### src/pkg/wbs_consts.vh
// Purpose: Shared constants of the wide bus slave and burst DMA port
// Assumes: Included by bare name from every design file that needs it
// Notes: Offsets are doubleword offsets within the 16-byte I/O window
`ifndef WBS_CONSTS_VH
`define WBS_CONSTS_VH

`define WBS_DATA_W 32
`define WBS_LANES 4
`define WBS_PTR_W 4
`define WBS_DEPTH 16
`define WBS_WIN_W 12
`define WBS_DATA_OFS 2'h2
`define WBS_PTR_RESET 4'h0
`define WBS_BE_DWORD 4'h0
`define WBS_BE_LOW 4'hc
`define WBS_BE_HIGH 4'h3
`define WBS_BE_B0 4'he
`define WBS_BE_B1 4'hd
`define WBS_BE_B2 4'hb
`define WBS_BE_B3 4'h7
`define WBS_SYNC_W 59

`endif

### src/verilog/wbs_slave_port.v
// Purpose: 32-bit expansion bus slave with burst DMA access to packet data
// Assumes: All bus pins are asynchronous to clk and pass two flip-flops
// Notes: Burst clock is sampled, not used as a clock; store holds 16 words
// Behaviour
// - Byte-lane enables pick the data lanes: doubleword, low word, high word or one byte.
// - On I/O writes only enabled lanes change the packet store; burst writes change all four lanes.
// - The upper two enables select the word, the low word-address bit plays no part.
// - Local decode is driven both ways and is low on a window match with qualifier low.
// - Compressed cycles with half-clock strobes are accepted.
// - Burst data movement is timed by the burst clock.
// - Data-path select gives slave DMA direct access to the packet data.
// - Transfer direction high writes into the device, low reads from it.
// - The DMA write cycle input low marks slave DMA write transfers.
// - Ready is sampled and a transfer happens at the next burst clock edge only if ready.
// - Bursts run at up to one doubleword per burst clock.
// - Byte-lane enables are caught on the address strobe rising edge.
// - The I/O address is caught on the address strobe trailing edge.
`include "wbs_consts.vh"

module wbs_slave_port (
    input wire clk,
    input wire reset,
    input wire [11:0] ioWindowBase,
    input wire [15:2] ioAddress,
    input wire io_space_qualifier,
    input wire address_strobe_n,
    input wire read_strobe_n,
    input wire write_strobe_n,
    input wire [3:0] byte_lane_enable_n,
    input wire [31:0] busDataIn,
    output reg [31:0] busDataOut,
    output reg [3:0] busDataOe_n,
    output reg local_decode_n,
    input wire burst_clock,
    input wire data_path_select_n,
    input wire transfer_direction,
    input wire dma_write_cycle_n,
    input wire ready_return_n,
    output reg [3:0] packetPointer,
    output reg burstActive
);
    // Lane mask for an enable pattern, zero if unsupported
    function [3:0] laneMask;
        input [3:0] beN;
        begin
            case (beN)
                `WBS_BE_DWORD, `WBS_BE_LOW, `WBS_BE_HIGH,
                `WBS_BE_B0, `WBS_BE_B1, `WBS_BE_B2, `WBS_BE_B3: laneMask = ~beN;
                default: laneMask = 4'h0;
            endcase
        end
    endfunction

    // Two-stage capture of every pin input
    reg [`WBS_SYNC_W-1:0] syncA;
    reg [`WBS_SYNC_W-1:0] syncB;
    wire [`WBS_SYNC_W-1:0] pinVec;

    assign pinVec = {ioAddress, io_space_qualifier, address_strobe_n, read_strobe_n,
        write_strobe_n, byte_lane_enable_n, busDataIn, burst_clock, data_path_select_n,
        transfer_direction, dma_write_cycle_n, ready_return_n};

    always @(posedge clk) begin
        if (reset) begin
            syncA <= {`WBS_SYNC_W{1'b1}};
            syncB <= {`WBS_SYNC_W{1'b1}};
        end else begin
            syncA <= pinVec;
            syncB <= syncA;
        end
    end

    wire [13:0] sAddr;
    wire sAen;
    wire sAds;
    wire sRd;
    wire sWr;
    wire [3:0] sBe;
    wire [31:0] sData;
    wire sBclk;
    wire sSel;
    wire sDir;
    wire sCyc;
    wire sRdy;

    assign {sAddr, sAen, sAds, sRd, sWr, sBe, sData, sBclk, sSel, sDir, sCyc, sRdy} = syncB;

    // Previous values for edge finding
    reg prevAds;
    reg prevRd;
    reg prevWr;
    reg prevBclk;
    wire adsRise;
    wire rdFall;
    wire rdRise;
    wire wrRise;
    wire bclkRise;

    assign adsRise = sAds && !prevAds;
    assign rdFall = !sRd && prevRd;
    assign rdRise = sRd && !prevRd;
    assign wrRise = sWr && !prevWr;
    assign bclkRise = sBclk && !prevBclk;

    // Access state caught at the address strobe
    reg [13:0] latAddr;
    reg [3:0] latLanes;
    reg latAen;
    wire aenNow;
    wire winHit;
    wire dataHit;

    always @(posedge clk) begin
        if (reset) begin
            prevAds <= 1'b1;
            prevRd <= 1'b1;
            prevWr <= 1'b1;
            // Matches the synchroniser reset level, so no false edge after reset
            prevBclk <= 1'b1;
            latAddr <= 14'h0;
            latLanes <= 4'h0;
            latAen <= 1'b1;
        end else begin
            prevAds <= sAds;
            prevRd <= sRd;
            prevWr <= sWr;
            prevBclk <= sBclk;
            if (adsRise) begin
                latAddr <= sAddr;
                latLanes <= laneMask(sBe);
                latAen <= sAen;
            end
        end
    end

    // Qualifier is transparent while the strobe is low
    assign aenNow = sAds ? latAen : sAen;
    assign winHit = (sAddr[13:2] == ioWindowBase) && !aenNow;
    assign dataHit = (latAddr[13:2] == ioWindowBase) && !latAen
        && (latAddr[1:0] == `WBS_DATA_OFS);

    always @(posedge clk) begin
        if (reset) begin
            local_decode_n <= 1'b1;
        end else begin
            local_decode_n <= !winHit;
        end
    end

    // Burst side state
    reg readyArmed;
    wire selActive;
    wire dmaEdge;
    wire dmaWrXfer;
    wire dmaRdXfer;
    wire bufInReady;
    wire bufOutValid;
    wire bufOutReady;
    wire [31:0] bufOutData;

    assign selActive = !sSel;
    // Transfer on this edge only if ready was seen on the previous one
    assign dmaEdge = bclkRise && selActive && readyArmed;
    assign dmaWrXfer = dmaEdge && sDir && !sCyc && bufInReady;
    assign dmaRdXfer = dmaEdge && !sDir;

    always @(posedge clk) begin
        if (reset) begin
            readyArmed <= 1'b0;
            burstActive <= 1'b0;
        end else begin
            burstActive <= selActive;
            if (!selActive) begin
                readyArmed <= 1'b0;
            end else if (bclkRise) begin
                readyArmed <= !sRdy;
            end
        end
    end

    // I/O write held until the store port takes it
    reg ioWrPend;
    reg [3:0] ioWrLanes;
    reg [31:0] ioWrData;
    reg ioRdActive;

    always @(posedge clk) begin
        if (reset) begin
            ioWrPend <= 1'b0;
            ioWrLanes <= 4'h0;
            ioWrData <= 32'h0;
            ioRdActive <= 1'b0;
        end else begin
            // Trailing edge only, so half-clock strobes are caught as well
            if (wrRise && dataHit && (latLanes != 4'h0)) begin
                ioWrPend <= 1'b1;
                ioWrLanes <= latLanes;
                ioWrData <= sData;
            end else begin
                ioWrPend <= 1'b0;
            end
            if (rdFall && dataHit && (latLanes != 4'h0)) begin
                ioRdActive <= 1'b1;
            end else if (sRd) begin
                ioRdActive <= 1'b0;
            end
        end
    end

    // Store port: I/O write first, then buffered burst words, else read
    reg ramWrEn;
    reg [3:0] ramLanes;
    reg [31:0] ramWrData;
    wire [31:0] ramRdData;

    assign bufOutReady = !ioWrPend && selActive;

    always @* begin
        ramWrEn = 1'b0;
        ramLanes = 4'h0;
        ramWrData = ioWrData;
        if (ioWrPend) begin
            ramWrEn = 1'b1;
            ramLanes = ioWrLanes;
        end else if (bufOutValid && bufOutReady) begin
            ramWrEn = 1'b1;
            ramLanes = 4'hf;
            ramWrData = bufOutData;
        end
    end

    wbs_skid_buf burstBuf (
        .clk(clk),
        .reset(reset),
        .inValid(dmaWrXfer),
        .inReady(bufInReady),
        .inData(sData),
        .outValid(bufOutValid),
        .outReady(bufOutReady),
        .outData(bufOutData)
    );

    wbs_pkt_ram store (
        .clk(clk),
        .wrEn(ramWrEn),
        .wrLanes(ramLanes),
        .addr(packetPointer),
        .wrData(ramWrData),
        .rdData(ramRdData)
    );

    // Pointer moves once a doubleword is finished
    wire ioWordDone;
    wire ptrStep;
    reg [3:0] next_packetPointer;

    assign ioWordDone = (ioWrPend && ioWrLanes[3])
        || (rdRise && ioRdActive && latLanes[3]);
    assign ptrStep = ioWordDone || (bufOutValid && bufOutReady && !ioWrPend) || dmaRdXfer;

    always @* begin
        next_packetPointer = packetPointer;
        if (ptrStep) begin
            next_packetPointer = packetPointer + 4'h1;
        end
    end

    always @(posedge clk) begin
        if (reset) begin
            packetPointer <= `WBS_PTR_RESET;
        end else begin
            packetPointer <= next_packetPointer;
        end
    end

    // Data pins: I/O read drives enabled lanes, burst read drives all
    always @(posedge clk) begin
        if (reset) begin
            busDataOut <= 32'h0;
            busDataOe_n <= 4'hf;
        end else begin
            if (selActive && !sDir) begin
                busDataOe_n <= 4'h0;
                if (dmaRdXfer) begin
                    busDataOut <= ramRdData;
                end
            end else if (ioRdActive && !sRd) begin
                busDataOe_n <= ~latLanes;
                busDataOut <= ramRdData;
            end else begin
                busDataOe_n <= 4'hf;
            end
        end
    end
endmodule // wbs_slave_port

### src/verilog/wbs_pkt_ram.v
// Purpose: Packet data store with per-lane writes
// Assumes: Single port, one access per clock
// Notes: Read data is registered, valid one cycle after the address
`include "wbs_consts.vh"

module wbs_pkt_ram (
    input wire clk,
    input wire wrEn,
    input wire [3:0] wrLanes,
    input wire [3:0] addr,
    input wire [31:0] wrData,
    output reg [31:0] rdData
);
    reg [31:0] mem [0:`WBS_DEPTH-1];
    integer i;

    always @(posedge clk) begin
        if (wrEn) begin
            for (i = 0; i < `WBS_LANES; i = i + 1) begin
                // Disabled lanes keep their old byte
                if (wrLanes[i]) begin
                    mem[addr][i*8 +: 8] <= wrData[i*8 +: 8];
                end
            end
        end
        rdData <= mem[addr];
    end
endmodule // wbs_pkt_ram

### src/verilog/wbs_skid_buf.v
// Purpose: Two-entry buffer between burst capture and packet store
// Assumes: Same clock on both sides
// Notes: Output data comes straight from the head register
`include "wbs_consts.vh"

module wbs_skid_buf (
    input wire clk,
    input wire reset,
    input wire inValid,
    output wire inReady,
    input wire [31:0] inData,
    output wire outValid,
    input wire outReady,
    output wire [31:0] outData
);
    reg [31:0] head;
    reg [31:0] tail;
    reg [1:0] count;
    wire push;
    wire pop;

    assign inReady = (count != 2'h2);
    assign outValid = (count != 2'h0);
    assign outData = head;
    assign push = inValid && inReady;
    assign pop = outValid && outReady;

    always @(posedge clk) begin
        if (reset) begin
            count <= 2'h0;
            head <= 32'h0;
            tail <= 32'h0;
        end else begin
            case ({push, pop})
                2'b10: begin
                    if (count == 2'h0) begin
                        head <= inData;
                    end else begin
                        tail <= inData;
                    end
                    count <= count + 2'h1;
                end
                2'b01: begin
                    head <= tail;
                    count <= count - 2'h1;
                end
                2'b11: begin
                    if (count == 2'h1) begin
                        head <= inData;
                    end else begin
                        head <= tail;
                        tail <= inData;
                    end
                end
                default: begin
                    count <= count;
                end
            endcase
        end
    end
endmodule // wbs_skid_buf

### config.mk
export PLATFORM = sky130hd
export DESIGN_NAME = wbs_slave_port
export DESIGN_NICKNAME = d
export VERILOG_FILES = /design/src/verilog/wbs_slave_port.v /design/src/verilog/wbs_pkt_ram.v /design/src/verilog/wbs_skid_buf.v
export VERILOG_INCLUDE_DIRS = /design/src /design/src/pkg
export SDC_FILE = /design/constraint.sdc
export NUM_CORES = 1
export LEC_CHECK = 0
export BUFFER_PORTS_ARGS = -buffer_cell sky130_fd_sc_hd__buf_2
export CAP_MARGIN = 20
export CORE_ASPECT_RATIO = 0.8
export CORE_UTILIZATION = 37
export CTS_CLUSTER_DIAMETER = 120
export DETAILED_ROUTE_END_ITERATION = 10
export GPL_ROUTABILITY_DRIVEN = 0
export PLACE_DENSITY = 0.51
export SETUP_SLACK_MARGIN = 0.3
export SYNTH_ARGS = -nofsm -noshare
export SYNTH_HDL_FRONTEND = slang
export SYNTH_SLANG_ARGS = --single-unit
### constraint.sdc
create_clock -name clk -period 2.9 [get_ports clk]
set_input_delay 0.145 -clock clk [delete_from_list [all_inputs] [get_ports clk]]
set_output_delay 0.145 -clock clk [all_outputs]
set_load 0.02 [all_outputs]
; Word level (Yosys, flattened, before mapping)
; Memory sizes are Yosys's and may differ from the RTL's. A register that Yosys moved wholly into a read port is not among the register bits.
; Cells that the tools add are included.
; W data, S select, Z words.
[totals]
out_inout_bits = 42
register_bits = 288
ram_bits = 512
elab_cells = 138
mem_count = 1
in_bits = 73
[classes]
add_sub_neg = 3
eq_ne = 18
muxes = 35
reduce_logical = 57
bitwise_logic = 2
[mem_list]
columns = memory, depth, width, rd, rd_clocked_by_memory_dff, write_ports, line
row1 = store.mem, 16, 32, 1, 1, 1, wbs_pkt_ram.v:14  ; reg [31:0] mem [0:`WBS_DEPTH-1];
[ops]
columns = operator, n
row1 = $mux W32, 9
row2 = $pmux W32 S3, 1
row3 = $pmux W32 S2, 1
row4 = $logic_and A1 B1 Y1, 27
row5 = $eq A12 B12 Y1, 2
row6 = $mux W4, 5
row7 = $mux W1, 18
row8 = $eq A4 B4 Y1 const B, 4
row9 = $logic_not A1 Y1, 13
row10 = $reduce_bool A2 Y1, 5
row11 = $ne A2 B2 Y1 const B, 4
row12 = $not A4 Y4, 2
row13 = $reduce_or A7 Y1, 1
row14 = $eq A2 B2 Y1 const B, 3
row15 = $add A4 B1 Y4 const B, 1
row16 = $eq A2 B1 Y1 const B, 2
row17 = $eq A4 B2 Y1 const B, 1
row18 = $eq A4 B3 Y1 const B, 1
row19 = $logic_not A4 Y1, 1
row20 = $pmux W2 S2, 1
row21 = $reduce_and A2 Y1, 2
row22 = $reduce_bool A4 Y1, 1
row23 = $logic_or A1 B1 Y1, 3
row24 = $reduce_and A3 Y1, 1
row25 = 6 further kinds, 6

; Longest topological paths before layout
; Gate-level depths: netlist of run 1.
[depth]
ltp_word = 11
ltp_mapped = 11
mapped_depth_nobuf = 10

; By module
; From an unflattened synthesis of run 1, not the netlist that was laid out.
[unflattened]
hier_cells = 2009
hier_area_um2 = 31074.8
[by_module_without_submodules]
columns = module, n_inst, seq_area_each_um2, cells_per_inst, area_per_inst_um2
row1 = wbs_pkt_ram, 1, 16015.4, 910, 20129.3
row2 = wbs_slave_port, 1, 4444.3, 785, 8050.2
row3 = wbs_skid_buf, 1, 1321.3, 314, 2895.3

; Least setup slack after synthesis of run 1
; No wires, ideal clock.
[synth_path]
path_type = register to register
from = reg burstBuf.count[0]
to = reg burstBuf.head[10] (netlist: burstBuf.outData[10])
synth_period_minus_slack_ns = 2.676
t_required_ns = 2.822
slack_ns = 0.224
path_buffers = 3
path_stages_with_launch = 12
arrival_ns = 2.598
setup_time_ns = 0.078
path_cell_list = dfxtp_1 -> inv_1 -> ha_1 -> nor3_2 -> buf_2 -> buf_1 -> ha_1 -> nor2b_1 -> o21a_1 -> clkbuf_1 -> a221oi_1 -> nor3_1
[synth_between]
elab_chain_cells = 6
elab_cells_between_ends = 15
cone_classes = eq/ne: 6 / mux: 2 / reduce/logical: 7
[synth_lines]
columns = item, line
row1 = start: declaration, wbs_skid_buf.v:18  ; reg [1:0] count;
row2 = start signal: assignment, wbs_skid_buf.v:41  ; count <= count + 2'h1;
row3 = start signal: assignment, wbs_skid_buf.v:45  ; count <= count - 2'h1;
row4 = start signal: assignment, wbs_skid_buf.v:56  ; count <= count;
row5 = $ne A2 B2 Y1, wbs_skid_buf.v:22  ; assign inReady = (count != 2'h2);
row6 = $logic_and A1 B1 Y1, wbs_slave_port.v:164  ; assign dmaWrXfer = dmaEdge && sDir && !sCyc && bufInReady;
row7 = $logic_and A1 B1 Y1, wbs_skid_buf.v:25  ; assign push = inValid && inReady;
row8 = $eq A2 B2 Y1 / $eq A2 B1 Y1 (equally long branches), wbs_skid_buf.v:34  ; case ({push, pop})
row9 = $ne A2 B1 Y1 (no source line) / $reduce_bool A3 Y1 (equally long branches), n/a
row10 = $reduce_and A2 Y1 (no source line), n/a
row11 = end signal: assignment, wbs_skid_buf.v:37  ; head <= inData;
row12 = end signal: assignment, wbs_skid_buf.v:44  ; head <= tail;
row13 = end signal: assignment, wbs_skid_buf.v:49  ; head <= inData;
row14 = end: declaration, wbs_skid_buf.v:16  ; reg [31:0] head;
; Several ways; a longest one is shown, not always the timed one.
; A chain may end at the register's enable or synchronous reset.

==> results.sh, run 1 <==
export IMPL_core_sq_um=82210
export IMPL_antenna_found_initial=2
export IMPL_maxSlewHeadroom=0.3320
export IMPL_drt_initial_drc_count=1288
export IMPL_max_stage_delay_ns=0.70
export IMPL_status="finished clean"
export IMPL_finalSetupViolCount=0
export IMPL_synth_cells=1992
export IMPL_ir_worst_vdd_uv=438.3
export IMPL_grt_pass1_wl_microns=111100
export IMPL_first_pass_iters=5
export IMPL_ys_types=47
export IMPL_synth_top_cell_by_area="edfxtp_1"
export IMPL_grt_max_degree=127
export IMPL_rsz0062_at_grt="true"
export IMPL_initial_utilization=0.3734
export IMPL_fin_total_pwr_mw=24.13
export IMPL_synth_warnings=0
export IMPL_first_global_vias=17450
export IMPL_area_delta_synth_final_pct=19.58
export IMPL_fin_skew_ns=0.02683
export IMPL_stdcell_count=3425
export IMPL_syn_nets=2075
export IMPL_timing_rr_end="store.rdData[23]$_DFF_P_"
export IMPL_finalHoldViolCount=0
export IMPL_port_buffers=114
export IMPL_rows=94
export IMPL_final_antenna_net_count=0
export IMPL_yosysTopAreaCellShare=0.5009
export IMPL_cts_tree="done"
export IMPL_maxCapViolCount=0
export IMPL_hold_depth=3
export IMPL_cts_max_path_buffers=3
export IMPL_drc=0
export IMPL_r2r_setup_slack_ns=0.43
export IMPL_io_pins=115
export IMPL_cts_buffers=84
export IMPL_synth_seq_cells=832
export IMPL_synth_edff_count=512
export IMPL_die_height_microns=259.6
export IMPL_die_area_sq_um=84120
export IMPL_reg2regPathDepth=3
export IMPL_grt_overflow=0
export IMPL_crit_top_cell="mux4_2"
export IMPL_hp_start="busDataIn[8]"
export IMPL_via_per_inst=5.015
export IMPL_fin_hold_ws_ns=0.2180
export IMPL_totalWireLength_microns=73770
export IMPL_hpwl_microns=46720
export IMPL_min_path_type="in2reg"
export IMPL_dieWidth_microns=324.0
export IMPL_nets=2334
export IMPL_hold_end="syncA[13]$_SDFF_PP1_"
export IMPL_grt_use_total=0.1787
export IMPL_crit_chain="buf_12 -> mux4_2 -> mux4_2"
export IMPL_drive_gt1_frac=0.2861
export IMPL_syn_cell_area_sq_um=30690
export IMPL_critPathLaunchType="flip-flop"
export IMPL_clk_latency_ns=0.66
export IMPL_worst_ep_required_time_ns=3.40
export IMPL_synthArstFlopShare=0
export IMPL_max_freq_mhz=405.5
export IMPL_worstMarginPinSlew_ns=1.002
export IMPL_arrival_ns=2.97
export IMPL_drv_slew=0
export IMPL_r2r_start="packetPointer[1]$_SDFFE_PP0P_"
export IMPL_yosys_top_cells_area="edfxtp_1 (50%), dfxtp_1 (21%), mux4_2 (12%), nand2_1 (3.5%), or2_2 (2.5%)"
export IMPL_period_share=0.8504
export IMPL_fin_crit_ns=2.466
export IMPL_post_drt_wl_per_cell_microns=21.54
export IMPL_leakage_nw=12.83
export IMPL_route_vias_total=17180
export IMPL_diodes=0
export IMPL_synth_most_common_cell="edfxtp_1"
export IMPL_powerDensity_nw_per_um2=657.5
export IMPL_avgSynthCellArea_sq_um=15.41
export IMPL_clk_pin_slew_ns=0.06
export IMPL_h_tree_depth=3
export IMPL_cp_end_kind="flip-flop"
export IMPL_cp_slowest_cell="dfxtp_4"
export IMPL_cp_max_fo=99
export IMPL_crit_type="reg2reg"
export IMPL_place_inst=3200
export IMPL_clock_sinks=832
export IMPL_clock_root_buffer="clkbuf_16"
export IMPL_synth_common_cells="edfxtp_1 (512), dfxtp_1 (320), nand2_1 (283)"
export IMPL_tns_ns=0
export IMPL_synth_flop_cell="edfxtp_1"
export IMPL_synth_seq_area_share=0.7096
sequential cells by signal, indices dropped and copies added, names as in the netlist, 2 cells and up:
| name | count |
|---|---|
| burstBuf.count | 2 |
| burstBuf.outData | 32 |
| burstBuf.tail | 32 |
| busDataOe_n | 4 |
| busDataOut | 32 |
| ioWrData | 32 |
| ioWrLanes | 4 |
| latAddr | 14 |
| latLanes | 4 |
| packetPointer | 4 |
| store.mem | 512 |
| store.rdData | 32 |
| syncA | 59 |
| syncB | 59 |
critical path: cells and delay by family, from the launching register on:
kind | cells | cell delay, ns
muxes | 2 | 0.97
DFF | 1 | 0.70
buffers and inverters | 1 | 0.55
worst max path at each step:
stage | from | endpoint
after floorplan | burstBuf.count[0]$_SDFFE_PP0P_ | burstBuf.outData[10]$_SDFFE_PP0P_
after global placement | burstBuf.count[0]$_SDFFE_PP0P_ | store.mem[14][20]$_DFFE_PP_
after detailed placement | burstBuf.count[0]$_SDFFE_PP0P_ | store.mem[5][8]$_DFFE_PP_
after CTS | burstBuf.count[0]$_SDFFE_PP0P_ | burstBuf.tail[2]$_SDFFE_PP0P_
after global routing | burstBuf.count[0]$_SDFFE_PP0P_ | burstBuf.tail[2]$_SDFFE_PP0P_
final | packetPointer[1]$_SDFFE_PP0P_ | store.rdData[23]$_DFF_P_
logic make-up (layout without fill, tap and decap cells):
| family | count (synthesis) | after routing | synth area share |
|---|---|---|---|
| AO/OA/AOI/OAI | 143 | 143 | 0.02894 |
| XOR/XNOR | 26 | 26 | 0.007419 |
| adder cells (fa/ha/maj) | 10 | 10 | 0.004076 |
| buffers and inverters | 125 | 454 | 0.01847 |
| flip-flops | 832 | 832 | 0.7096 |
| multiplexers | 200 | 200 | 0.1306 |
| AND/OR/NAND/NOR | 656 | 656 | 0.1009 |
stage by stage:
stage          cell area, sq um  utilization  setup WS [ns]
6_report                  36700       0.4465         0.4339
4_1_cts                   36650       0.4458         0.3077
2_1_floorplan             30700            -         0.3657
3_5_place_dp              33100       0.4026         0.2981
3_3_place_gp              33100       0.4026         0.4076
5_1_grt                   36700       0.4465         0.2590
metal layers:
| metal | part of all wire | vias to the layer above | track usage | routed length, microns |
|---|---|---|---|---|
| met5 | 0 | - | 0 | 0 |
| met3 | 0.060 | 101 | 0.03902 | 4397 |
| met4 | 0.019 | 0 | 0.04665 | 1365 |
| met2 | 0.46 | 436 | 0.2784 | 34120 |
| met1 | 0.46 | 8795 | 0.2530 | 33890 |
| li1 | - | 7846 | - | - |
layout make-up:
type,instances,area (sq um)
clock buffer,102,2220
fill,7219,45510
tap,1104,1381
multi-input combinational,1035,8436
clock inverter,54,650.6
timing repair buffer,291,2200
sequential,832,21790
inverter,7,26.28
power breakdown:
part | switching, mW | total, mW | internal [mW]
Clock | 4.67 | 11.3 | 6.58
Sequential | 0.0443 | 12.5 | 12.5
Combinational | 0.147 | 0.344 | 0.196
Total | 4.86 | 24.1 | 19.3
cells in the final DEF, fill, tap and decap left out, drive strengths merged, types with 2 or more instances in the layout:
cell type      n
a2111oi        2
o21a           3
a221oi        32
nand4          7
xor2           4
buf          223
mux2           3
nand2b        73
ha            10
clkbuf       102
clkinvlp       5
or2          123
mux4         160
xnor2         22
nor3          34
inv           13
dlygate4sd3   68
nor2b         10
bufinv        12
o31a           2
nor4           2
a21oi         88
a211o          2
nand3b         3
o21ai          5
nand2        283
dfxtp        320
mux2i         37
a21o           4
nand3          8
edfxtp       512
nor2         107
clkinv        31
repair_timing:
item / in CTS / in global routing
endpoints found under the setup margin: 3 / 185
hold buffers: 68 / 0
hold endpoints to repair: 70 / 0
pin swaps: 0 / 1
gates resized for setup: 1 / 14
setup buffers: 0 / 1
Power figures use the tool's default switching activity.
==> run 2, diff against run 1 <==
--- a/config.mk
+++ b/config.mk
@@ -13,6 +13,7 @@
 export CTS_CLUSTER_DIAMETER = 120
 export DETAILED_ROUTE_END_ITERATION = 10
 export GPL_ROUTABILITY_DRIVEN = 0
+export MAX_ROUTING_LAYER = met4
 export PLACE_DENSITY = 0.51
 export SETUP_SLACK_MARGIN = 0.3
 export SYNTH_ARGS = -nofsm -noshare
==> run 2 against run 1 <==
  * Worst hold slack barely moved
  * Sequential power hardly changed
  * First-iteration DRC count fell by 3.5%
  * Utilization hardly changed
  * Largest power group unchanged
  * Register-to-register slack about the same
  * Sequential share of layout area about the same
  * Setup slack got worse by 0.0026 ns
  * Clock-buffer cell count unchanged
  * Wire length is 0.19% higher
==> results.sh, run 2 (synthesized netlist as in run 1, its figures left out) <==
export IMPL_clk_latency_ns=0.65
export IMPL_first_pass_iters=5
export IMPL_power_switching_share=0.2015
export IMPL_tns_ns=0
export IMPL_post_drt_wl_per_cell_microns=21.58
export IMPL_nets=2334
export IMPL_min_path_type="in2reg"
export IMPL_drt_initial_drc_count=1243
export IMPL_max_stage_delay_ns=0.69
export IMPL_pwr_share_seq=0.519
export IMPL_finalHoldViolCount=0
export IMPL_die_height_microns=259.6
export IMPL_drive_gt1_frac=0.2865
export IMPL_initial_utilization=0.3734
export IMPL_antenna_found_initial=2
export IMPL_leakage_nw=12.83
export IMPL_fin_hold_ws_ns=0.2178
export IMPL_critPathLaunchType="flip-flop"
export IMPL_final_antenna_net_count=0
export IMPL_critical_path_depth=2
export IMPL_place_inst=3200
export IMPL_drc=0
export IMPL_status="finished clean"
export IMPL_drv_slew=0
export IMPL_crit_family="buffers and inverters"
export IMPL_cp_slowest_cell="dfxtp_4"
export IMPL_totalWireLength_microns=73910
export IMPL_critical_path_buf_inv_count=2
export IMPL_switching_power_mw=4.864
export IMPL_clk_pin_slew_ns=0.06
export IMPL_cp_end_kind="output pin"
export IMPL_io_pins=115
export IMPL_grt_pass1_wl_microns=111000
export IMPL_finalSetupViolCount=0
export IMPL_max_freq_mhz=405.1
export IMPL_ir_worst_vdd_uv=439.8
export IMPL_final_common_cell="edfxtp_1"
export IMPL_worstMarginPinSlew_ns=1.008
export IMPL_fin_ws_ns=0.4313
export IMPL_grt_overflow=0
export IMPL_h_tree_depth=3
export IMPL_fin_skew_ns=0.02438
export IMPL_area_delta_synth_final_pct=19.59
export IMPL_arrival_ns=2.32
export IMPL_r2r_setup_slack_ns=0.43
export IMPL_fillers=7217
export IMPL_clock_root_buffer="clkbuf_16"
export IMPL_clock_sinks=832
export IMPL_die_area_sq_um=84120
export IMPL_period_share=0.8513
export IMPL_worst_ep_required_time_ns=2.76
export IMPL_pwr_share_clk=0.466
export IMPL_largest_register="store.mem"
export IMPL_use_met1=0.2528
export IMPL_maxCapViolCount=0
export IMPL_busiest_layer="met2"
export IMPL_grt_max_degree=127
export IMPL_stdcell_count=3425
export IMPL_cts_tree="done"
export IMPL_grtUsageMet3=0.03870
export IMPL_dieWidth_microns=324.0
export IMPL_crit_chain="buf_12 -> buf_2"
export IMPL_hpwl_microns=46720
export IMPL_cts_max_path_buffers=3
export IMPL_diodes=0
export IMPL_reg_largest_list="store.mem x512, syncA x59, syncB x59"
export IMPL_p_int_mw=19.27
export IMPL_largest_reg_flops=512
export IMPL_cts_buffers=84
export IMPL_core_sq_um=82210
export IMPL_grtUsageMet2=0.2784
export IMPL_maxSlewHeadroom=0.3278
export IMPL_dp_slack_ns=0.2981
export IMPL_fin_crit_ns=2.469
export IMPL_route_vias_total=17220
export IMPL_p_comb_frac=0.014
export IMPL_crit_type="reg2out"
export IMPL_port_buffers=114
export IMPL_reg2regPathDepth=3
export IMPL_grt_use_total=0.1841
export IMPL_first_global_vias=17480
export IMPL_rows=94
export IMPL_cp_max_fo=99
export IMPL_via_per_inst=5.029
export IMPL_powerDensity_nw_per_um2=657.6
export IMPL_final_cell_mix="edfxtp_1 (512), dfxtp_1 (316), nand2_1 (283)"
export IMPL_hold_depth=3
export IMPL_rsz0062_at_grt="true"
[run 2: cell count changes in the layout (fill, tap and decap cells not counted)]
cell / previous run / this run
nor2_1: 96 / 95
nor2_2: 11 / 12
[run 2: final timing paths]
check	from	endpoint
worst max-delay path	packetPointer[1]$_SDFFE_PP0P_	packetPointer[1]
worst min-delay path	busDataIn[8]	syncA[13]$_SDFF_PP1_
worst max register to register	packetPointer[1]$_SDFFE_PP0P_	store.rdData[25]$_DFF_P_
worst min register to register	syncA[12]$_SDFF_PP1_	syncB[12]$_SDFF_PP1_
[run 2: power groups by stage]
stage	clock network [mW]	logic, mW	registers (mW)
6_report	11.3	0.344	12.5
5_1_grt	12.0	0.380	12.5
4_1_cts	11.5	0.349	12.5
3_5_place_dp	0	0.280	12.8
3_3_place_gp	0	0.277	12.8
2_1_floorplan	0	0.176	12.8
[run 2: layout make-up]
cell class                 instances  area, sq um  area share
timing repair buffer             291         2200     0.05992
multi-input combinational       1035         8438      0.2299
clock buffer                     102         2220     0.06047
inverter                           7        26.28   0.0007158
sequential                       832        21790      0.5937
tap                             1104         1381     0.03763
clock inverter                    54        650.6     0.01773
[run 2: routing by layer]
metal | routed length, microns | share of wire
met1 | 33890 | 0.46
met2 | 34460 | 0.47
met3 | 4237 | 0.057
met4 | 1315 | 0.018
met5 | 0 | 0
[run 2: worst register-to-register path, stage by stage, from the launching register on]
cell	delay, ns
dfxtp_4	0.69
buf_12	0.55
mux4_2	0.58
mux4_2	0.50
[run 2: metrics by stage]
stage | power (mW) | utilization | area, sq um
4_1_cts | 24.42 | 0.4458 | 36650
3_3_place_gp | 13.07 | 0.4026 | 33100
6_report | 24.14 | 0.4465 | 36710
5_1_grt | 24.88 | 0.4465 | 36710
3_5_place_dp | 13.07 | 0.4026 | 33100
2_1_floorplan | 12.95 | - | 30700
[run 2: timing repair]
action | 4_1_cts | 5_1_grt
setup buffers | 0 | 1
hold buffers | 68 | 0
pin swaps | 0 | 1
gates resized for setup | 1 | 15
hold endpoints to repair | 70 | 0
gates cloned | 0 | 0
setup endpoints to repair | 3 | 164
